==> src/lan_scb_pkg.sv <==
// shared constants and types for the control block interrupt logic
`default_nettype none

package lan_scb_pkg;

	// ------------------------------------------------------------
	// bus geometry
	// ------------------------------------------------------------
	localparam int unsigned DATA_W = 32;
	localparam int unsigned ADDR_W = 8;

	// ------------------------------------------------------------
	// register indices and byte addresses (byte address = 4 * index)
	// ------------------------------------------------------------
	localparam logic [5:0] STATUS_IDX = 6'h00;
	localparam logic [5:0] CMD_IDX = 6'h02;
	localparam logic [7:0] STATUS_ADDR = {STATUS_IDX, 2'h0};
	localparam logic [7:0] CMD_ADDR = {CMD_IDX, 2'h0};

	// ------------------------------------------------------------
	// command word layout and reset
	// ------------------------------------------------------------
	localparam logic [15:0] CMD_RESET = 16'h0000;
	localparam logic [15:0] CMD_STORE_MASK = 16'hFDFF;
	localparam int unsigned CMD_EXECUTED_BIT = 15;
	localparam int unsigned FRAME_RECEIVED_BIT = 14;
	localparam int unsigned CMD_INACTIVE_BIT = 13;
	localparam int unsigned RECEIVE_NOT_READY_BIT = 12;
	localparam int unsigned EARLY_RECEIVE_BIT = 11;
	localparam int unsigned FLOW_PAUSE_BIT = 10;
	localparam int unsigned SWI_BIT = 9;
	localparam int unsigned GIM_BIT = 8;

	// ------------------------------------------------------------
	// status word layout (pending causes share the mask layout)
	// ------------------------------------------------------------
	localparam int unsigned CAUSE_N = 7;
	localparam int unsigned CAUSE_LSB = 9;
	localparam int unsigned CMD_ST_LSB = 6;
	localparam int unsigned RX_ST_LSB = 2;
	localparam logic [6:0] PEND_RESET = 7'h00;

	// ------------------------------------------------------------
	// engine state encodings
	// ------------------------------------------------------------
	typedef enum logic [3:0] {
		RX_IDLE = 4'h0,
		RX_SUSPENDED = 4'h1,
		RX_SUSP_NO_DESC = 4'h9,
		RX_NO_RESOURCES = 4'h2,
		RX_NO_RES_NO_DESC = 4'hA,
		RX_READY = 4'h4,
		RX_READY_NO_DESC = 4'hC
	} rx_engine_state_t;

	typedef enum logic [1:0] {
		CMD_IDLE = 2'h0,
		CMD_SUSPENDED = 2'h1,
		CMD_LOW_QUEUE_ACTIVE = 2'h2,
		CMD_HIGH_QUEUE_ACTIVE = 2'h3
	} cmd_engine_state_t;

	// pending bank state
	typedef struct packed {
		logic [6:0] pend;
	} pend_state_t;

endpackage

`default_nettype wire

==> src/cause_pending_bank.sv <==
// sticky pending bits for the interrupt causes, set wins over clear
`default_nettype none

module cause_pending_bank
(
	// clock and reset
	input wire logic clock_in,
	input wire logic rst_b_in,
	// set and clear strobes, one bit per cause
	input wire logic [6:0] set_in,
	input wire logic [6:0] clear_in,
	// pending causes
	output logic [6:0] pend_out
);

	lan_scb_pkg::pend_state_t state_q;
	lan_scb_pkg::pend_state_t state_d;

	// ------------------------------------------------------------
	// next state per bit
	// ------------------------------------------------------------
	// an event in the clearing cycle is kept
	always_comb
	begin
		state_d = state_q;
		for (int i = 0; i < 7; i++)
		begin
			if (set_in[i])
				state_d.pend[i] = 1'b1;
			else if (clear_in[i])
				state_d.pend[i] = 1'b0;
		end
	end

	// register the state
	always_ff @(posedge clock_in or negedge rst_b_in)
	begin
		if (!rst_b_in)
			state_q <= '{pend: lan_scb_pkg::PEND_RESET};
		else
			state_q <= state_d;
	end

	assign pend_out = state_q.pend;

endmodule // cause_pending_bank

`default_nettype wire

==> src/lan_scb_interrupt_control.sv <==
// control block command word, status word and interrupt line
`default_nettype none

module lan_scb_interrupt_control
(
	// clock and reset
	input wire logic clock_in,
	input wire logic rst_b_in,
	// apb slave
	input wire logic psel_in,
	input wire logic penable_in,
	input wire logic pwrite_in,
	input wire logic [7:0] paddr_in,
	input wire logic [31:0] pwdata_in,
	output logic [31:0] prdata_out,
	output logic pready_out,
	output logic pslverr_out,
	// cause events from the engines, one-cycle pulses
	input wire logic cmd_executed_in,
	input wire logic frame_received_in,
	input wire logic cmd_engine_inactive_in,
	input wire logic receive_not_ready_in,
	input wire logic early_receive_in,
	input wire logic flow_pause_in,
	// engine states, same clock
	input wire logic [3:0] rx_engine_state_in,
	input wire logic [1:0] cmd_engine_state_in,
	// engine command byte to the engines
	output logic [7:0] engine_cmd_out,
	// interrupt
	output logic irq_out,
	output logic inta_b_out
);

	// ------------------------------------------------------------
	// state
	// ------------------------------------------------------------
	typedef struct packed {
		logic [15:0] cmd;
		logic [3:0] rx_st;
		logic [1:0] cmd_st;
		logic [31:0] rdata;
		logic irq;
	} state_t;

	state_t state_q;
	state_t state_d;

	logic [6:0] pend_w;
	logic [6:0] set_w;
	logic [6:0] clear_w;
	logic [6:0] cause_mask_w;
	logic setup_w;
	logic access_w;
	logic wr_cmd_w;
	logic wr_status_w;
	logic hit_any_w;

	// ------------------------------------------------------------
	// helpers
	// ------------------------------------------------------------
	// address match against one register
	function automatic logic reg_hit(input logic [7:0] addr,
		input logic [7:0] target);
		reg_hit = (addr == target);
	endfunction

	// status word image
	function automatic logic [31:0] status_word(input logic [6:0] pend,
		input logic [1:0] cst, input logic [3:0] rst);
		logic [31:0] w;
		w = 32'h0000_0000;
		w[lan_scb_pkg::CAUSE_LSB +: 7] = pend;
		w[lan_scb_pkg::CMD_ST_LSB +: 2] = cst;
		w[lan_scb_pkg::RX_ST_LSB +: 4] = rst;
		status_word = w;
	endfunction

	// ------------------------------------------------------------
	// apb decode
	// ------------------------------------------------------------
	// zero wait states: every access ends in its first access cycle
	assign setup_w = psel_in & ~penable_in;
	assign access_w = psel_in & penable_in;
	assign hit_any_w = reg_hit(paddr_in, lan_scb_pkg::STATUS_ADDR) |
		reg_hit(paddr_in, lan_scb_pkg::CMD_ADDR);
	assign wr_cmd_w = access_w & pwrite_in &
		reg_hit(paddr_in, lan_scb_pkg::CMD_ADDR);
	assign wr_status_w = access_w & pwrite_in &
		reg_hit(paddr_in, lan_scb_pkg::STATUS_ADDR);
	assign pready_out = 1'b1;
	assign pslverr_out = access_w & ~hit_any_w;

	// ------------------------------------------------------------
	// pending causes
	// ------------------------------------------------------------
	// software request sets its cause
	assign set_w = {cmd_executed_in, frame_received_in,
		cmd_engine_inactive_in, receive_not_ready_in, early_receive_in,
		flow_pause_in, wr_cmd_w & pwdata_in[lan_scb_pkg::SWI_BIT]};
	// acknowledge by writing ones to the status word
	assign clear_w = wr_status_w ?
		pwdata_in[lan_scb_pkg::CAUSE_LSB +: 7] : 7'h00;

	cause_pending_bank u_pend
	(
		.clock_in(clock_in),
		.rst_b_in(rst_b_in),
		.set_in(set_w),
		.clear_in(clear_w),
		.pend_out(pend_w)
	);

	// per-cause masks, software request has none
	assign cause_mask_w = {state_q.cmd[lan_scb_pkg::CMD_EXECUTED_BIT],
		state_q.cmd[lan_scb_pkg::FRAME_RECEIVED_BIT],
		state_q.cmd[lan_scb_pkg::CMD_INACTIVE_BIT],
		state_q.cmd[lan_scb_pkg::RECEIVE_NOT_READY_BIT],
		state_q.cmd[lan_scb_pkg::EARLY_RECEIVE_BIT],
		state_q.cmd[lan_scb_pkg::FLOW_PAUSE_BIT], 1'b0};

	// ------------------------------------------------------------
	// next state
	// ------------------------------------------------------------
	always_comb
	begin
		state_d = state_q;
		state_d.rx_st = rx_engine_state_in;
		state_d.cmd_st = cmd_engine_state_in;
		// command word store, write-only bit dropped
		if (wr_cmd_w)
			state_d.cmd = pwdata_in[15:0] & lan_scb_pkg::CMD_STORE_MASK;
		// read data is fetched in the setup cycle
		if (setup_w & ~pwrite_in)
		begin
			if (reg_hit(paddr_in, lan_scb_pkg::STATUS_ADDR))
				// engine state fields in the status word
				state_d.rdata = status_word(pend_w, state_q.cmd_st,
					state_q.rx_st);
			else if (reg_hit(paddr_in, lan_scb_pkg::CMD_ADDR))
				state_d.rdata = {16'h0000, state_q.cmd};
			else
				state_d.rdata = 32'h0000_0000;
		end
		state_d.irq = (|(pend_w & ~cause_mask_w)) &
			~state_q.cmd[lan_scb_pkg::GIM_BIT];
	end

	// register the state
	always_ff @(posedge clock_in or negedge rst_b_in)
	begin
		if (!rst_b_in)
			state_q <= '{cmd: lan_scb_pkg::CMD_RESET, rx_st: 4'h0,
				cmd_st: 2'h0, rdata: 32'h0000_0000, irq: 1'b0};
		else
			state_q <= state_d;
	end

	// ------------------------------------------------------------
	// outputs
	// ------------------------------------------------------------
	assign prdata_out = state_q.rdata;
	assign engine_cmd_out = state_q.cmd[7:0];
	// line active low, from the registered request
	assign irq_out = state_q.irq;
	assign inta_b_out = ~state_q.irq;
endmodule // lan_scb_interrupt_control

`default_nettype wire

==> config.mk <==
export PLATFORM = sky130hd
export DESIGN_NAME = lan_scb_interrupt_control
export DESIGN_NICKNAME = d
export VERILOG_FILES = /design/src/lan_scb_pkg.sv /design/src/cause_pending_bank.sv /design/src/lan_scb_interrupt_control.sv
export SDC_FILE = /design/constraint.sdc
export NUM_CORES = 1
export LEC_CHECK = 0
export ABC_AREA = 1
export BUFFER_PORTS_ARGS = -buffer_cell sky130_fd_sc_hd__buf_2
export CAP_MARGIN = 0
export CORE_MARGIN = 4
export CORE_UTILIZATION = 45
export DETAILED_ROUTE_END_ITERATION = 8
export GPL_TIMING_DRIVEN = 1
export HOLD_SLACK_MARGIN = 0.02
export PLACE_DENSITY = 0.77
export SKIP_LAST_GASP = 1
export SYNTH_ARGS = -nofsm -noshare
export SYNTH_HDL_FRONTEND = slang
export SYNTH_SLANG_ARGS = --single-unit
==> constraint.sdc <==
create_clock -name clock_in -period 1.2 [get_ports clock_in]
set_input_delay 0.24 -clock clock_in [delete_from_list [all_inputs] [get_ports clock_in]]
set_output_delay 0.24 -clock clock_in [all_outputs]
set_load 0.1 [all_outputs]
# --- After elaboration in Yosys (flattened, before gate mapping) ---
# Index checks and enable logic that the tools add are counted.
word_totals:
  register_bits: 61
  inputBits: 57
  wordCells: 56
  out_inout_bits: 44
classes:
  n_reduce_logical: 9
  n_eq_ne: 1
  bitwise: 17
  n_mux: 17
op_table:
  columns: ["operator", "n"]
  rows:
  - ["2-to-1 mux 16 bit", 2]
  - ["2-to-1 mux 1 bit", 14]
  - ["nonzero test 2 bit", 7]
  - ["bitwise AND 1 bit", 9]
  - ["equality test 8 x 4 -> 1 bit (second input constant)", 1]
  - ["logical NOT 8 bit", 1]
  - ["bitwise AND 7 bit", 1]
  - ["2-to-1 mux 7 bit", 1]
  - ["NOT 7 bit", 1]
  - ["OR reduction 7 bit", 1]
  - ["NOT 1 bit", 5]
  - ["OR 1 bit", 1]

# --- Longest topological paths before layout ---
# Gate-level depths: netlist of the first run.
depth:
  depth_word: 6
  depth_mapped: 9

# --- Hierarchy ---
# Synthesis of the first run repeated with hierarchy kept, for this count alone.
unflattened:
  cells_unflattened: 308
  area_unflattened_um2: 2389.8
by_module_without_submodules:
  columns: ["module", "n_inst", "seq_area_each_um2", "cells_each", "area_each_um2"]
  rows:
  - ["lan_scb_interrupt_control", 1, 950.9, 273, 2109.5]
  - ["cause_pending_bank", 1, 175.2, 35, 280.3]

# --- Worst setup path after synthesis of the first run ---
# OpenSTA, ideal clock, no wires.
synth_timing:
  path_type: "input to output"
  from: "input port paddr_in[5]"
  to: "output port pslverr_out"
  path_buffers: 1
  arrival_ns: 2.708
  setup_slack_ns: -1.748
  stages: 7
  cell_sequence: "nor2_1 nand2_1 inv_2 nand2_4 inv_6 buf_6 nor3_1"
synth_via:
  elab_chain_cells: 4
synth_rtl:
  columns: ["item", "line_no", "source"]
  rows:
  - ["start, declared", "lan_scb_interrupt_control.sv:13", "input wire logic [7:0] paddr_in,"]
  - ["equality test 8 x 4 -> 1 bit / logical NOT 8 bit (equally long branches)", "lan_scb_interrupt_control.sv:65", "reg_hit = (addr == target);"]
  - ["OR 1 bit *", "lan_scb_interrupt_control.sv:85", "assign hit_any_w = reg_hit(paddr_in, lan_scb_pkg::STATUS_ADDR) |"]
  - ["NOT 1 bit *", "lan_scb_interrupt_control.sv:92", "assign pslverr_out = access_w & ~hit_any_w;"]
  - ["bitwise AND 1 bit *", "lan_scb_interrupt_control.sv:92", null]
  - ["end, declared", "lan_scb_interrupt_control.sv:17", "output logic pslverr_out,"]
# Mark *: on every way between the ends. The rest lies on a longest branch, timed or not.

# --- Final worst setup path of the first run ---
# Ends and elaborated chain as after synthesis.

==> results, run 1 <==
- The layout has around 440 filler cells.
- The first global-routing pass estimated around 8300 µm of wire.
- The number of global-route vias before repair is 1836.
- The count of state elements after synthesis is 45.
- The category of the critical setup timing path is in2out.
- Once detail routing completed, the nets flagged for antenna violations numbered 0.
- Derived from the worst setup path, the maximum achievable clock frequency is roughly 760 MHz.
- The number of max-slew violations in the final report came to 0.
- At the end of the flow, the number of nets in the layout was 407.
- The later pin in the worst-skew pair is clocked with a latency of approximately 0.30 ns.
- For this run, design rule violations remaining after detail routing come to 0.
- The overall die width is between 80 and 90 µm.
- Once the floorplan was initialized, standard cells occupied between 40% and 50% of the core.
- The clock period minus worst slack is 1.31 ns.
- The pin count of the biggest net entering global routing is 46.
- Sorting the synthesized cells by area gives the leading types as dfrtp_1 48%, nand2_1 19%, buf_4 14%.
- The final critical path takes up 109% of the cycle.
- The number of clock buffers inserted by TritonCTS is 5.
- Of all nets on the critical path, the largest fanout is 3.
- The end point of the critical path is pslverr_out.
- The longest clock path from root to sink contains 2 buffers.
- The core region area is between 5000 and 6000 µm².
- The category of the worst setup path launch point is a primary input.
- Measured on the finished design, the core utilization comes to 61.8%.
- The origin of the worst setup path is paddr_in[5].
- The highest signal layer in the routed design is met4.
- The data arrival time at the worst-slack endpoint is between 1 and 1.5 ns.
- The flow ran to the end, but the final reports show violations.
- The number of levels the H-tree was split into is 2.
- After synthesis the cells add up to between 2000 and 2500 µm².
- Counting cells, the worst reg-to-reg path comes to 3.
- Summed over all instances, the cell type with the most area after synthesis is dfrtp_1.
- The startpoint identified for the worst hold timing path is cmd_engine_state_in[0].
- Summed over all nets, wire length on met2 after detailed routing comes to between 2000 and 3000 µm.
- In this run the vertical extent of the chip is about 81 µm.
- The maximum vdd ir drop is 0.000616 V.
- The detailed placement HPWL is ~3900 µm.
- The area growth from synthesis to layout is 33.3%.
- Setup repair after global routing could not meet its margin everywhere.
- The first detailed-routing pass ran for 4 iterations.
- Timing analysis after detailed placement gives a worst setup slack of -0.118 ns.
- In the detailed route, the total length drawn on met3 is roughly 450 µm.
- The wire length the detailed router placed on met1 is 1990 µm.
- The final reports fail on negative setup slack.
- In this run the power density over the cells is around 950 nW/µm².
- The I/O pin total is approximately 100.
- The overall routed net length is between 5000 and 6000 µm.
- The CTS tree is yes.
- The static leakage is around 1.7 nW.
- Cells with a size suffix above 1 make up about a third of the layout.
- The top flip-flop cell by instance count after synthesis is dfrtp_1.
- The total overflow left after global routing is 0.
- Summing the sequential cell areas from Yosys gives a little under half of the chip area.
- Clock-pin slew was measured on the worst setup and hold paths at 0.09 ns.
- The number of antenna violations at the first check in global routing came to 0.
- The endpoint identified for the worst register-to-register timing path is irq_out.
- In this run the core area contains 26 standard-cell rows.
- Dividing the detail-routed via count by the number of cells gives 4.59.
- Counting flops with an async set or reset pin after synthesis yields a share of 100%.
- The path class of the tightest hold or removal check is in2reg.
- The number of violations of the max-capacitance limit is 0.
- The detailed router placed 1933 vias in this run.
- The worst setup slack after layout is -0.109 ns.
- By count the netlist is led by 117 x nand2_1, 45 x buf_4, 45 x dfrtp_1.
- The final count of hold timing violations is 0.
- Counting every sink on the clock net gives 45.
- The startpoint identified for the worst register-to-register timing path is cause_mask_w[2].
- The setup clock skew after layout is 0.00662 ns.
- The final setup violation count is 3.
- In this run the register-to-register setup slack is between 0.2 and 0.3 ns.
- The floorplan step defined a die boundary enclosing around 6500 µm².
- In the final routed layout, each cell accounts on average for about 12 µm.
- The count of buffers added on input and output ports is between 60 and 70.
- STA puts the critical path data required time at 0.96 ns.
- After synthesis, the mean cell area works out to approximately 8.1 µm².
- The final antenna diode count is 0.
- Routability-driven placement finished with a final weighted congestion of 0.819.
- Hold timing on the final database bottoms out at a slack of approximately 0.036 ns.
- The overall fraction of global-route tracks in use is 16.8%.
- The starting DRC count in detailed routing is between 100 and 150.
- For this run, the number of Yosys warnings is 0.
- The number of enable-type register cells in the synthesized netlist is 0.
- Yosys instantiated no cell more often than nand2_1.
- In this run the biggest area consumer among cell types represents a little under half of the synthesized area.
- STA classifies the critical path endpoint as a primary output.
- The number of distinct standard cells referenced by the synthesized netlist is 20.
- The cell at the root of the clock tree is clkbuf_8.
- The gate count after technology mapping is around 290.
## worst min-delay path by stage
| stage | slack, ns | cells after the start | to |
|---|---|---|---|
| after detailed placement | 0.24 | 2 | prdata_out[15] |
| after global placement | 0.23 | 2 | prdata_out[15] |
| final | 0.04 | 1 | state_q[33] |
| after floorplan | -0.06 | 0 | cause_mask_w[1] |
| after CTS | 0.03 | 1 | state_q[33] |
| after global routing | 0.03 | 1 | state_q[37] |
## cell type report
type                            count  area [µm²]  area share (%)
Inverter                           21        87.6            2.78
Clock buffer                        5        68.8            2.18
Tap cell                           70        87.6            2.78
Clock inverter                      3        17.5           0.555
Multi-Input combinational cell    192         846            26.8
Timing Repair Buffer               85         916            29.0
Sequential cell                    45        1130            35.9
## power breakdown
| group | leakage, nW | internal, mW | switching, mW |
|---|---|---|---|
| combinational | 1.12 | 0.121 | 0.412 |
| sequential | 0.574 | 1.54 | 0.0144 |
| clock | 0.0439 | 0.402 | 0.516 |
## cell families after synthesis
family                 share of synthesized area (%)
buffers and inverters                           19.9
flip-flops                                      47.6
other                                          0.317
AND/OR/NAND/NOR                                 30.7
AO/OA/AOI/OAI                                   1.53
## metrics by stage
step / std cells / total power, mW / cell area, µm² / TNS, ns
after floorplan: 309 / 1.99 / 2440 / -0.609
after global placement: 408 / 2.10 / 3020 / -0.510
after detailed placement: 408 / 2.11 / 3020 / -0.678
after CTS: 417 / 3.02 / 3120 / -0.256
after global routing: 421 / 3.11 / 3160 / -0.371
final: 421 / 3.00 / 3160 / -0.232
## cells in the final DEF (no fill, tap or decap), drive strengths merged
cell type    synthesis  routed
a21oi                1       1
inv                 21      20
nor2                 9       9
clkinvlp             0       2
nor3                 2       2
conb                 2      17
o21ai                5       5
o22ai                1       1
nand3               36      36
dlygate4sd3          0       1
buf                 51      84
clkinv               0       2
clkbuf               0       5
nand2              121     121
dfrtp               45      45
## critical path, stage by stage
cell and delay, ns:
buf_2 0.09, nor2_1 0.16, nand2_2 0.11, nor2_4 0.22
nor3_4 0.08, buf_12 0.17
## flip-flops by register name, summed over array words and instances, names as in the netlist
| name | count |
|---|---|
| engine_cmd_out | 8 |
| prdata_out | 16 |
| state_q | 7 |
| irq_out | 1 |
| u_pend.pend_out | 7 |
| cause_mask_w | 6 |
## layer usage
metal  GRT usage (%)  vias up
met5               0        -
met4            6.59        0
met3            5.49        7
met2            28.2       79
met1            19.8      888
li1                -      959
## repair_timing
action	4_1_cts	5_1_grt
hold endpoints to repair	45	0
setup buffers	0	5
pin swaps	1	2
hold buffers	1	0
endpoints found under the setup margin	3	8
cloned	0	0
gates resized for setup	0	4
(Power assumes the default switching activity.)
==> inputs of run 2 (changes only) <==
==> constraint.sdc (replaced) <==
create_clock -name clock_in -period 1.2 [get_ports clock_in]
set_input_delay 0.12 -clock clock_in [delete_from_list [all_inputs] [get_ports clock_in]]
set_output_delay 0.12 -clock clock_in [all_outputs]
set_load 0.1 [all_outputs]
==> run 2 against run 1 <==
  * The flow now finishes without violations
  * Routed wire length is 3.2% lower
  * Clock power is 21% higher
  * Final cell count is 0.71% higher
  * Clock skew hardly changed
  * Design area is 1.6% higher
  * Utilization is 1.0 points higher
  * Global-route usage is 0.25 points higher
  * Critical path type is now reg2out
  * Critical endpoint is now inta_b_out
  * Largest power group unchanged
==> results, run 2 (synthesis gave the netlist of run 1 again) <==
- The run finished with clean final reports.
- The relative contribution of combinational cells to total power came to 17.2% (-0.5 points).
- Leaving out fill and tap cells, the most frequent cell in the layout is nand2_1.
- The final setup violation count is 0 (-3).
- The maximum vdd ir drop is 0.000487 V (-21%).
- The category of the worst setup path launch point is a flip-flop.
- The port buffer count was 67 (unchanged).
- The number of cells in the design after placement is 403 (-1.2%).
- The count of placed standard cells in the final layout, fillers left out was 424 (+0.71%).
- The number of max-slew violations in the final report was 0 (unchanged).
- The global route total overflow was 0 (unchanged).
- The overall routed net length came to 5030 µm (-3.2%).
- The category of the critical setup timing path is reg2out.
- The global-route wire length before repair came to 8640 µm (+3.5%).
- The final count of hold timing violations was 0 (unchanged).
- The number of antenna violations at the first check in global routing is 0 (unchanged).
- The final-layout worst hold slack is 0.0482 ns (+0.0122 ns).
- The clock period minus worst slack is 1.19 ns (-0.117 ns).
- The number of iterations in the first detailed-routing pass came to 4 (unchanged).
- The detailed placement HPWL is 3770 µm (-4.2%).
- The clock input transition at the sequential cells of the worst setup and hold paths is 0.08 ns (about the same).
- The overall power after layout is 3.21 mW (+7.0%).
- The core region area is 5110 µm² (unchanged).
- Setup repair after global routing could not meet its margin everywhere.
- The final antenna diode count was 0 (unchanged).
- The fraction of final layout cells with drive strength greater than 1 is 27.7% (-3.9 points).
- The maximum clock path buffer count came to 2 (unchanged).
- In the layout the commonest cells are 117 x nand2_1, 44 x dfrtp_1, 40 x buf_2.
- The part of the power in the clock network came to 34.5% (+3.9 points).
- The routability-driven placement congestion ratio came to 0.818 (-0.13%).
- The overall fraction of global-route tracks in use is 17.0% (+0.25 points).
- The number of global-route vias before repair was 1819 (-0.93%).
- The number of flip-flops under the largest register name is 16 (unchanged).
- The power spent charging and discharging nets is 917 µW (-2.7%).
- The number of nets still failing antenna checks after routing came to 0 (unchanged).
- The number of placement rows is 26 (unchanged).
- The pin count of the biggest net entering global routing is 46 (unchanged).
- The floorplan die height is 80.5 µm (unchanged).
- The average wire length per cell after detail routing is 11.9 µm (-3.9%).
- The via count is 1921 (-0.62%).
- The via count normalized by instance count was 4.53 (-1.3%).
- The upper clock frequency limit is 839 MHz (+9.8%).
- The post-route clock period utilization was 99.3% (-9.8 points).
- The starting DRC count in detailed routing was 111 (+2.8%).
- The overall die width is 80.5 µm (unchanged).
- The internal power was 2.29 mW (+11%).
- The total setup buffers inserted after CTS was 0 (unchanged).
- The worst slack after detailed placement was 0.0739 ns (+0.192 ns).
- The initial standard-cell utilization of the core is 46.3% (unchanged).
- The share of total power in sequential cells is 48.3% (-3.4 points).
- The total power density per cell area is 1000 nW/µm² (+5.2%).
- The endpoint class of the critical path is a primary output.
- The largest fanout on the critical path was 2 (-1).
- The worst hold path belongs to the class in2reg.
- The setup clock skew after layout is 0.00703 ns (+0.000407 ns).
- TritonCTS built the clock tree.
- The area of the die is 6490 µm² (unchanged).
- The I/O pin total came to 101 (unchanged).
- The number of levels the H-tree was split into was 2 (unchanged).
- The clock insertion delay at the later pin of the skew report was 0.30 ns (about the same).
- The total number of clock tree sinks is 45 (unchanged).
- The post-route DRC violation count was 0 (unchanged).
- The number of clock buffers inserted by TritonCTS came to 5 (unchanged).
- The data arrival time at the worst-slack endpoint is 1.07 ns (about the same).
- The static leakage came to 1.76 nW (+0.74%).
- The worst setup slack after layout is 0.00825 ns (+0.117 ns).
- The number of violations of the max-capacitance limit is 0 (unchanged).
- The required time of the worst setup path is 1.08 ns (+0.12 ns).
- The area growth from synthesis to layout is 35.5%.
- The cell at the root of the clock tree is clkbuf_8.
- The net total in the final layout is 410 (+0.74%).
- The switching part of the total came to 28.6% (-2.8 points).
-- run 2: cell types whose count changed in the layout (fill, tap and decap cells not counted), sizes merged --
cell / previous run / this run
clkbuf: 5 / 6
clkinvlp: 2 / 1
buf: 84 / 75
bufinv: 0 / 1
clkinv: 2 / 1
dlygate4sd3: 1 / 13
-- run 2: worst max-delay path, cell delays in order (launching register included) --
cell	delay, ns
dfrtp_4	0.51
clkinvlp_4	0.09
buf_12	0.16
-- run 2: per-stage QoR --
stage / cell area (µm²) / TNS (ns) / utilization [%]
after floorplan: 2440 / -0.249 / -
after detailed placement: 2970 / 0 / 58.1
after global placement: 2970 / 0 / 58.1
after CTS: 3210 / 0 / 62.8
final: 3210 / 0 / 62.8
after global routing: 3210 / -0.0342 / 62.8
-- run 2: routing by layer --
layer  vias up  share of wire [%]  global-route usage, %  routed length (µm)
met2        64                 49                   28.2                2480
met1       886                 41                   21.8                2080
met3         9                7.6                   4.15                 382
li1        962                  -                      -                   -
met5         -                  0                      0                   0
met4         0                1.8                   5.57                  88
-- run 2: path summary, 6_finish.rpt --
| check | from | end | slack (ns) | cells past startpoint |
|---|---|---|---|---|
| hold reg to reg | cause_mask_w[4] | cause_mask_w[4] | 0.50 | 2 |
| max in group asynchronous | rst_b_in | irq_out | 0.65 | 3 |
| min in group asynchronous | rst_b_in | u_pend.pend_out[4] | 0.34 | 3 |
| setup reg to reg | cause_mask_w[6] | irq_out | 0.28 | 5 |
| hold / removal | pwdata_in[5] | engine_cmd_out[5] | 0.05 | 3 |
| setup / recovery | irq_out | inta_b_out | 0.008 | 2 |
-- run 2: final cells by class --
class	instances	area (µm²)
Clock buffer	6	72.6
Clock inverter	2	35.0
Fill cell	420	1900
Inverter	21	87.6
Multi-Input combinational cell	192	838
Sequential cell	45	1130
Tap cell	70	87.6
Timing Repair Buffer	88	956
-- run 2: timing repair --
| item | in CTS | in global routing |
|---|---|---|
| resized for setup | 0 | 0 |
| hold buffers | 13 | 0 |
| setup endpoints to repair | 0 | 1 |
| hold endpoints to repair | 57 | 0 |
-- run 2: power by group through the flow --
| stage | logic [mW] | clock network [mW] | registers, mW |
|---|---|---|---|
| floorplan | 0.410 | 0 | 1.58 |
| global placement | 0.517 | 0 | 1.58 |
| detailed placement | 0.521 | 0 | 1.58 |
| CTS | 0.555 | 1.12 | 1.55 |
| global route | 0.587 | 1.21 | 1.55 |
| finish | 0.553 | 1.11 | 1.55 |
==> inputs of run 3 (changes only) <==
- ABC_AREA: 1 -> unset
- CAP_MARGIN: 0 -> 20
- PLACE_DENSITY: 0.77 -> 0.78
==> run 3 against run 2 <==
  * Combinational power grew 12%
  * Clock-buffer cell count grew 1
  * Largest power group unchanged
  * Critical endpoint is now engine_cmd_out[5]
  * Non-clock buffer count grew 9
  * Design area grew 3.2%
  * Die area shrank 3.5%
  * Highest routed layer unchanged
  * Final cell count shrank 20%
  * Register-to-register slack lost 0.22 ns
  * Critical path type is now in2reg
  * Routed wire length grew 9.0%
  * Sequential power is essentially flat
  * Area after synthesis shrank 3.9%
  * The run now ends with negative setup slack left
  * Maximum frequency shrank 14%
==> results, run 3 <==
- The overall routed net length is 5480 µm (+9.0%).
- The Yosys warning count is 0 (unchanged).
- The number of levels the H-tree was split into is 2 (unchanged).
- dfrtp_1 takes more of the synthesized area than any other cell.
- The initial standard-cell utilization of the core is 47.2% (+0.87 points).
- The internal power is 2.24 mW (-2.1%).
- The routability-driven placement congestion ratio is 0.820 (+0.21%).
- The cell count of the worst hold path came to 2 (-1).
- The core utilization of the finished layout is 68.7% (+5.9 points).
- The run finished, with violations left.
- The clock insertion delay at the later pin of the skew report came to 0.30 ns (about the same).
- The switching part of the total is 30.6% (+2.0 points).
- The clock period minus worst slack is 1.39 ns (+0.197 ns).
- The number of flip-flops under the largest register name is 16 (unchanged).
- The setup clock skew after layout is 0.00608 ns (-0.000949 ns).
- After synthesis, the cell types taking the most area are dfrtp_1 50%, buf_4 14%, mux2_4 6.6%.
- The final count of hold timing violations is 0 (unchanged).
- The pin count of the biggest net entering global routing came to 34 (-26%).
- The delay of the slowest cell on the worst path is 0.58 ns (+0.07 ns).
- The upper clock frequency limit is 720 MHz (-14%).
- The share of total power in sequential cells is 48.0% (-0.3 points).
- The most numerous cell in the Yosys netlist is dfrtp_1.
- The number of violations of the max-capacitance limit came to 0 (unchanged).
- The total power density per cell area was 977 nW/µm² (-2.4%).
- The endpoint identified for the worst register-to-register timing path is irq_out.
- The number of antenna violations at the first check in global routing was 0 (unchanged).
- The synthesized-area fraction occupied by ao, oa, aoi and oai cells is 7.21% (+5.7 points).
- The share of the yosys chip area belonging to registers is 49.5% (+1.9 points).
- The part of the power in the clock network is 32.8% (-1.7 points).
- The average wire length per cell after detail routing is 16.2 µm (+36%).
- The data arrival time at the worst-slack endpoint is 1.58 ns (+0.51 ns).
- After synthesis, the most frequently instantiated cells are 45 x dfrtp_1, 41 x buf_4, 19 x nand2_1.
- The area share of the largest cell type after synthesis is 49.5% (+1.9 points).
- The global route total overflow is 0 (unchanged).
- The minimum setup slack among reg-to-reg paths is 0.06 ns (-0.22 ns).
- The post-placement cell area came to 2920 µm² (-1.7%).
- The post-route clock period utilization is 116% (+16 points).
- The overall die width is 79.1 µm (-1.8%).
- The synthesized area is 2270 µm² (-3.9%).
- The final reports fail on negative setup slack.
- Setup repair after global routing could not meet its margin everywhere.
- The post-route DRC violation count is 0 (unchanged).
- The library cells used most frequently in the layout, excluding fill and tap cells, are 44 x dfrtp_1, 38 x buf_2, 27 x buf_12.
- The starting DRC count in detailed routing is 72 (-35%).
- The post-synthesis mux area share came to 14.9% (+15 points).
- The detailed placement HPWL came to 3780 µm (+0.21%).
- The type of the worst min-delay path is in2reg.
- The via count is 1687 (-12%).
- The maximum vdd ir drop came to 0.000890 V (+83%).
- The static leakage was 1.62 nW (-7.9%).
- The cell at the root of the clock tree is clkbuf_8.
- The final antenna diode count is 0 (unchanged).
- Leaving out fill and tap cells, the most frequent cell in the layout is dfrtp_1.
- The source of the worst register-to-register timing path is u_pend.pend_out[2].
- The xor/xnor share of the synthesized area is 0% (unchanged).
- The number of global-route vias before repair is 1688 (-7.2%).
- The I/O pin total is 101 (unchanged).
- The share of async-settable or async-resettable flops after synthesis is 100% (unchanged).
- The maximum clock path buffer count came to 2 (unchanged).
- The critical path in this run is classified as in2reg.
- The number of iterations in the first detailed-routing pass is 4 (unchanged).
- The overall fraction of global-route tracks in use came to 17.4% (+0.33 points).
- The basic-gate share of the synthesized area counting and, or, nand and nor cells is 10.9% (-20 points).
- Relative to the synthesized area, the layout overhead comes to 45.5%.
- The number of nets still failing antenna checks after routing is 0 (unchanged).
- The number of clock buffers inserted by TritonCTS is 5 (unchanged).
- The fraction of final layout cells with drive strength greater than 1 is 45.2% (+18 points).
- The gate count after technology mapping came to 204 (-31%).
- The floorplan die height is 79.1 µm (-1.8%).
- The port buffer count is 67 (unchanged).
- STA classifies the critical path endpoint as a flip-flop.
- The worst hold path begins at cmd_engine_inactive_in.
- The net total in the final layout is 328 (-20%).
- The category of the worst setup path launch point is a primary input.
- The count of state elements after synthesis is 45 (unchanged).
- The final setup violation count came to 33 (+33).
- The worst hold path terminates at u_pend.pend_out[4].
- The number of enable-type register cells in the synthesized netlist came to 0 (unchanged).
- The worst slack after detailed placement is -0.503 ns (-0.577 ns).
- The via count normalized by instance count is 4.98 (+9.8%).
- The average cell area after synthesis was 11.2 µm² (+38%).
- The area of the die is 6260 µm² (-3.5%).
- The core region area is 4820 µm² (-5.7%).
- The worst setup slack after layout is -0.189 ns (-0.197 ns).
- The number of max-slew violations in the final report came to 0 (unchanged).
- The required time of the worst setup path is 1.39 ns (+0.31 ns).
- The power spent charging and discharging nets came to 989 µW (+7.8%).
- The arithmetic-cell share of the synthesized area counting full adders, half adders and majority gates is 0% (unchanged).
- The number of placement rows is 25 (-3.8%).
- TritonCTS built the clock tree.
- The clock input transition at the sequential cells of the worst setup and hold paths is 0.08 ns (about the same).
- The total number of clock tree sinks is 45 (unchanged).
- The library cell contributing the largest single delay on the critical path is or4_4.
- The length in cells of the worst reg-to-reg path was 2 (-3).
- The global-route wire length before repair is 8310 µm (-3.8%).
- Among all flip-flop cells after synthesis, the most frequent one is dfrtp_1.
- The critical path goes through buf_6, or4_4, nor4_4, buf_4, mux2_4.
- The number of distinct standard cells referenced by the synthesized netlist is 27 (+35%).
- The combinational family with the most area after synthesis is buffers and inverters.
- The number of filler cells placed in the layout came to 345 (-18%).
- The largest fanout on the critical path is 6 (+4).
- The relative contribution of combinational cells to total power was 19.2% (+2.0 points).
- The cell area after layout came to 3310 µm² (+3.2%).
## run 3: cell count changes in the layout (fill, tap and decap cells not counted), sizes merged, moves of 3 or more
| cell | previous run | this run |
|---|---|---|
| nand4 | 0 | 9 |
| mux2i | 0 | 12 |
| nand3 | 36 | 0 |
| inv | 20 | 6 |
| nand2b | 0 | 7 |
| nor4 | 0 | 3 |
| mux2 | 0 | 16 |
| buf | 75 | 85 |
| nand2 | 121 | 19 |
| nor2 | 9 | 0 |
| o41ai | 0 | 6 |
| o21ai | 5 | 16 |
## run 3: cells by family (layout without fill, tap and decap cells)
family,after synthesis,in the layout
DFF,45,45
AOI/OAI and AO/OA,27,27
muxes,28,28
buffers and inverters,58,111
and+or+nand+nor,44,44
other,2,17
## run 3: worst max path at each step
stage / slack, ns / depth (start not counted) / end / from
finish: -0.19 / 5 / engine_cmd_out[5] / paddr_in[7]
global route: -0.21 / 5 / cause_mask_w[4] / paddr_in[7]
CTS: -0.18 / 5 / engine_cmd_out[3] / paddr_in[7]
detailed placement: -0.50 / 5 / engine_cmd_out[5] / paddr_in[7]
global placement: -0.47 / 5 / engine_cmd_out[4] / paddr_in[7]
floorplan: -0.51 / 5 / cause_mask_w[1] / paddr_in[7]
## run 3: power by group through the flow
stage	Clock, mW	Combinational, mW	Sequential, mW
floorplan	0	0.437	1.58
global placement	0	0.555	1.58
detailed placement	0	0.559	1.58
CTS	1.06	0.604	1.55
global route	1.14	0.653	1.55
finish	1.06	0.622	1.55
## run 3: stage by stage
stage               setup TNS [ns]  hold slack (ns)  std cells  power, mW
floorplan                   -12.44           -0.176        219       2.01
global placement            -14.72           0.0236        317       2.13
detailed placement          -15.56           0.0267        317       2.14
CTS                          -3.88           0.0294        337       3.22
global route                 -5.18           0.0260        339       3.35
finish                       -4.29           0.0369        339       3.23
## run 3: layout make-up
class                      instances  area (µm²)  area share, %
tap                               67        83.8           2.53
clock inverter                     1        8.76          0.265
timing repair buffer              97        1020           30.7
sequential                        45        1130           34.1
clock buffer                       7        96.3           2.91
multi-input combinational        116         950           28.7
inverter                           6        26.3          0.794
## run 3: critical path: cells and delay by family
family                 cells  cell delay [ns]
buffers and inverters      2             0.33
multiplexers               1             0.32
AND/OR/NAND/NOR            2             0.81
## run 3: repair_timing
action                                  4_1_cts  5_1_grt
endpoints found under the hold margin        31        0
cloned                                        0        0
resized for setup                            16       10
pin swaps                                     0        6
setup buffers                                 0        2
hold buffers                                 12        0
endpoints found under the setup margin       36       36
## run 3: routing by layer
layer	vias to the layer above	GRT usage, %	part of all wire [%]
met1	834	21.0	39
met2	74	30.1	53
met5	-	0	0
met4	0	5.33	1.2
li1	773	-	-
met3	6	4.65	6.8
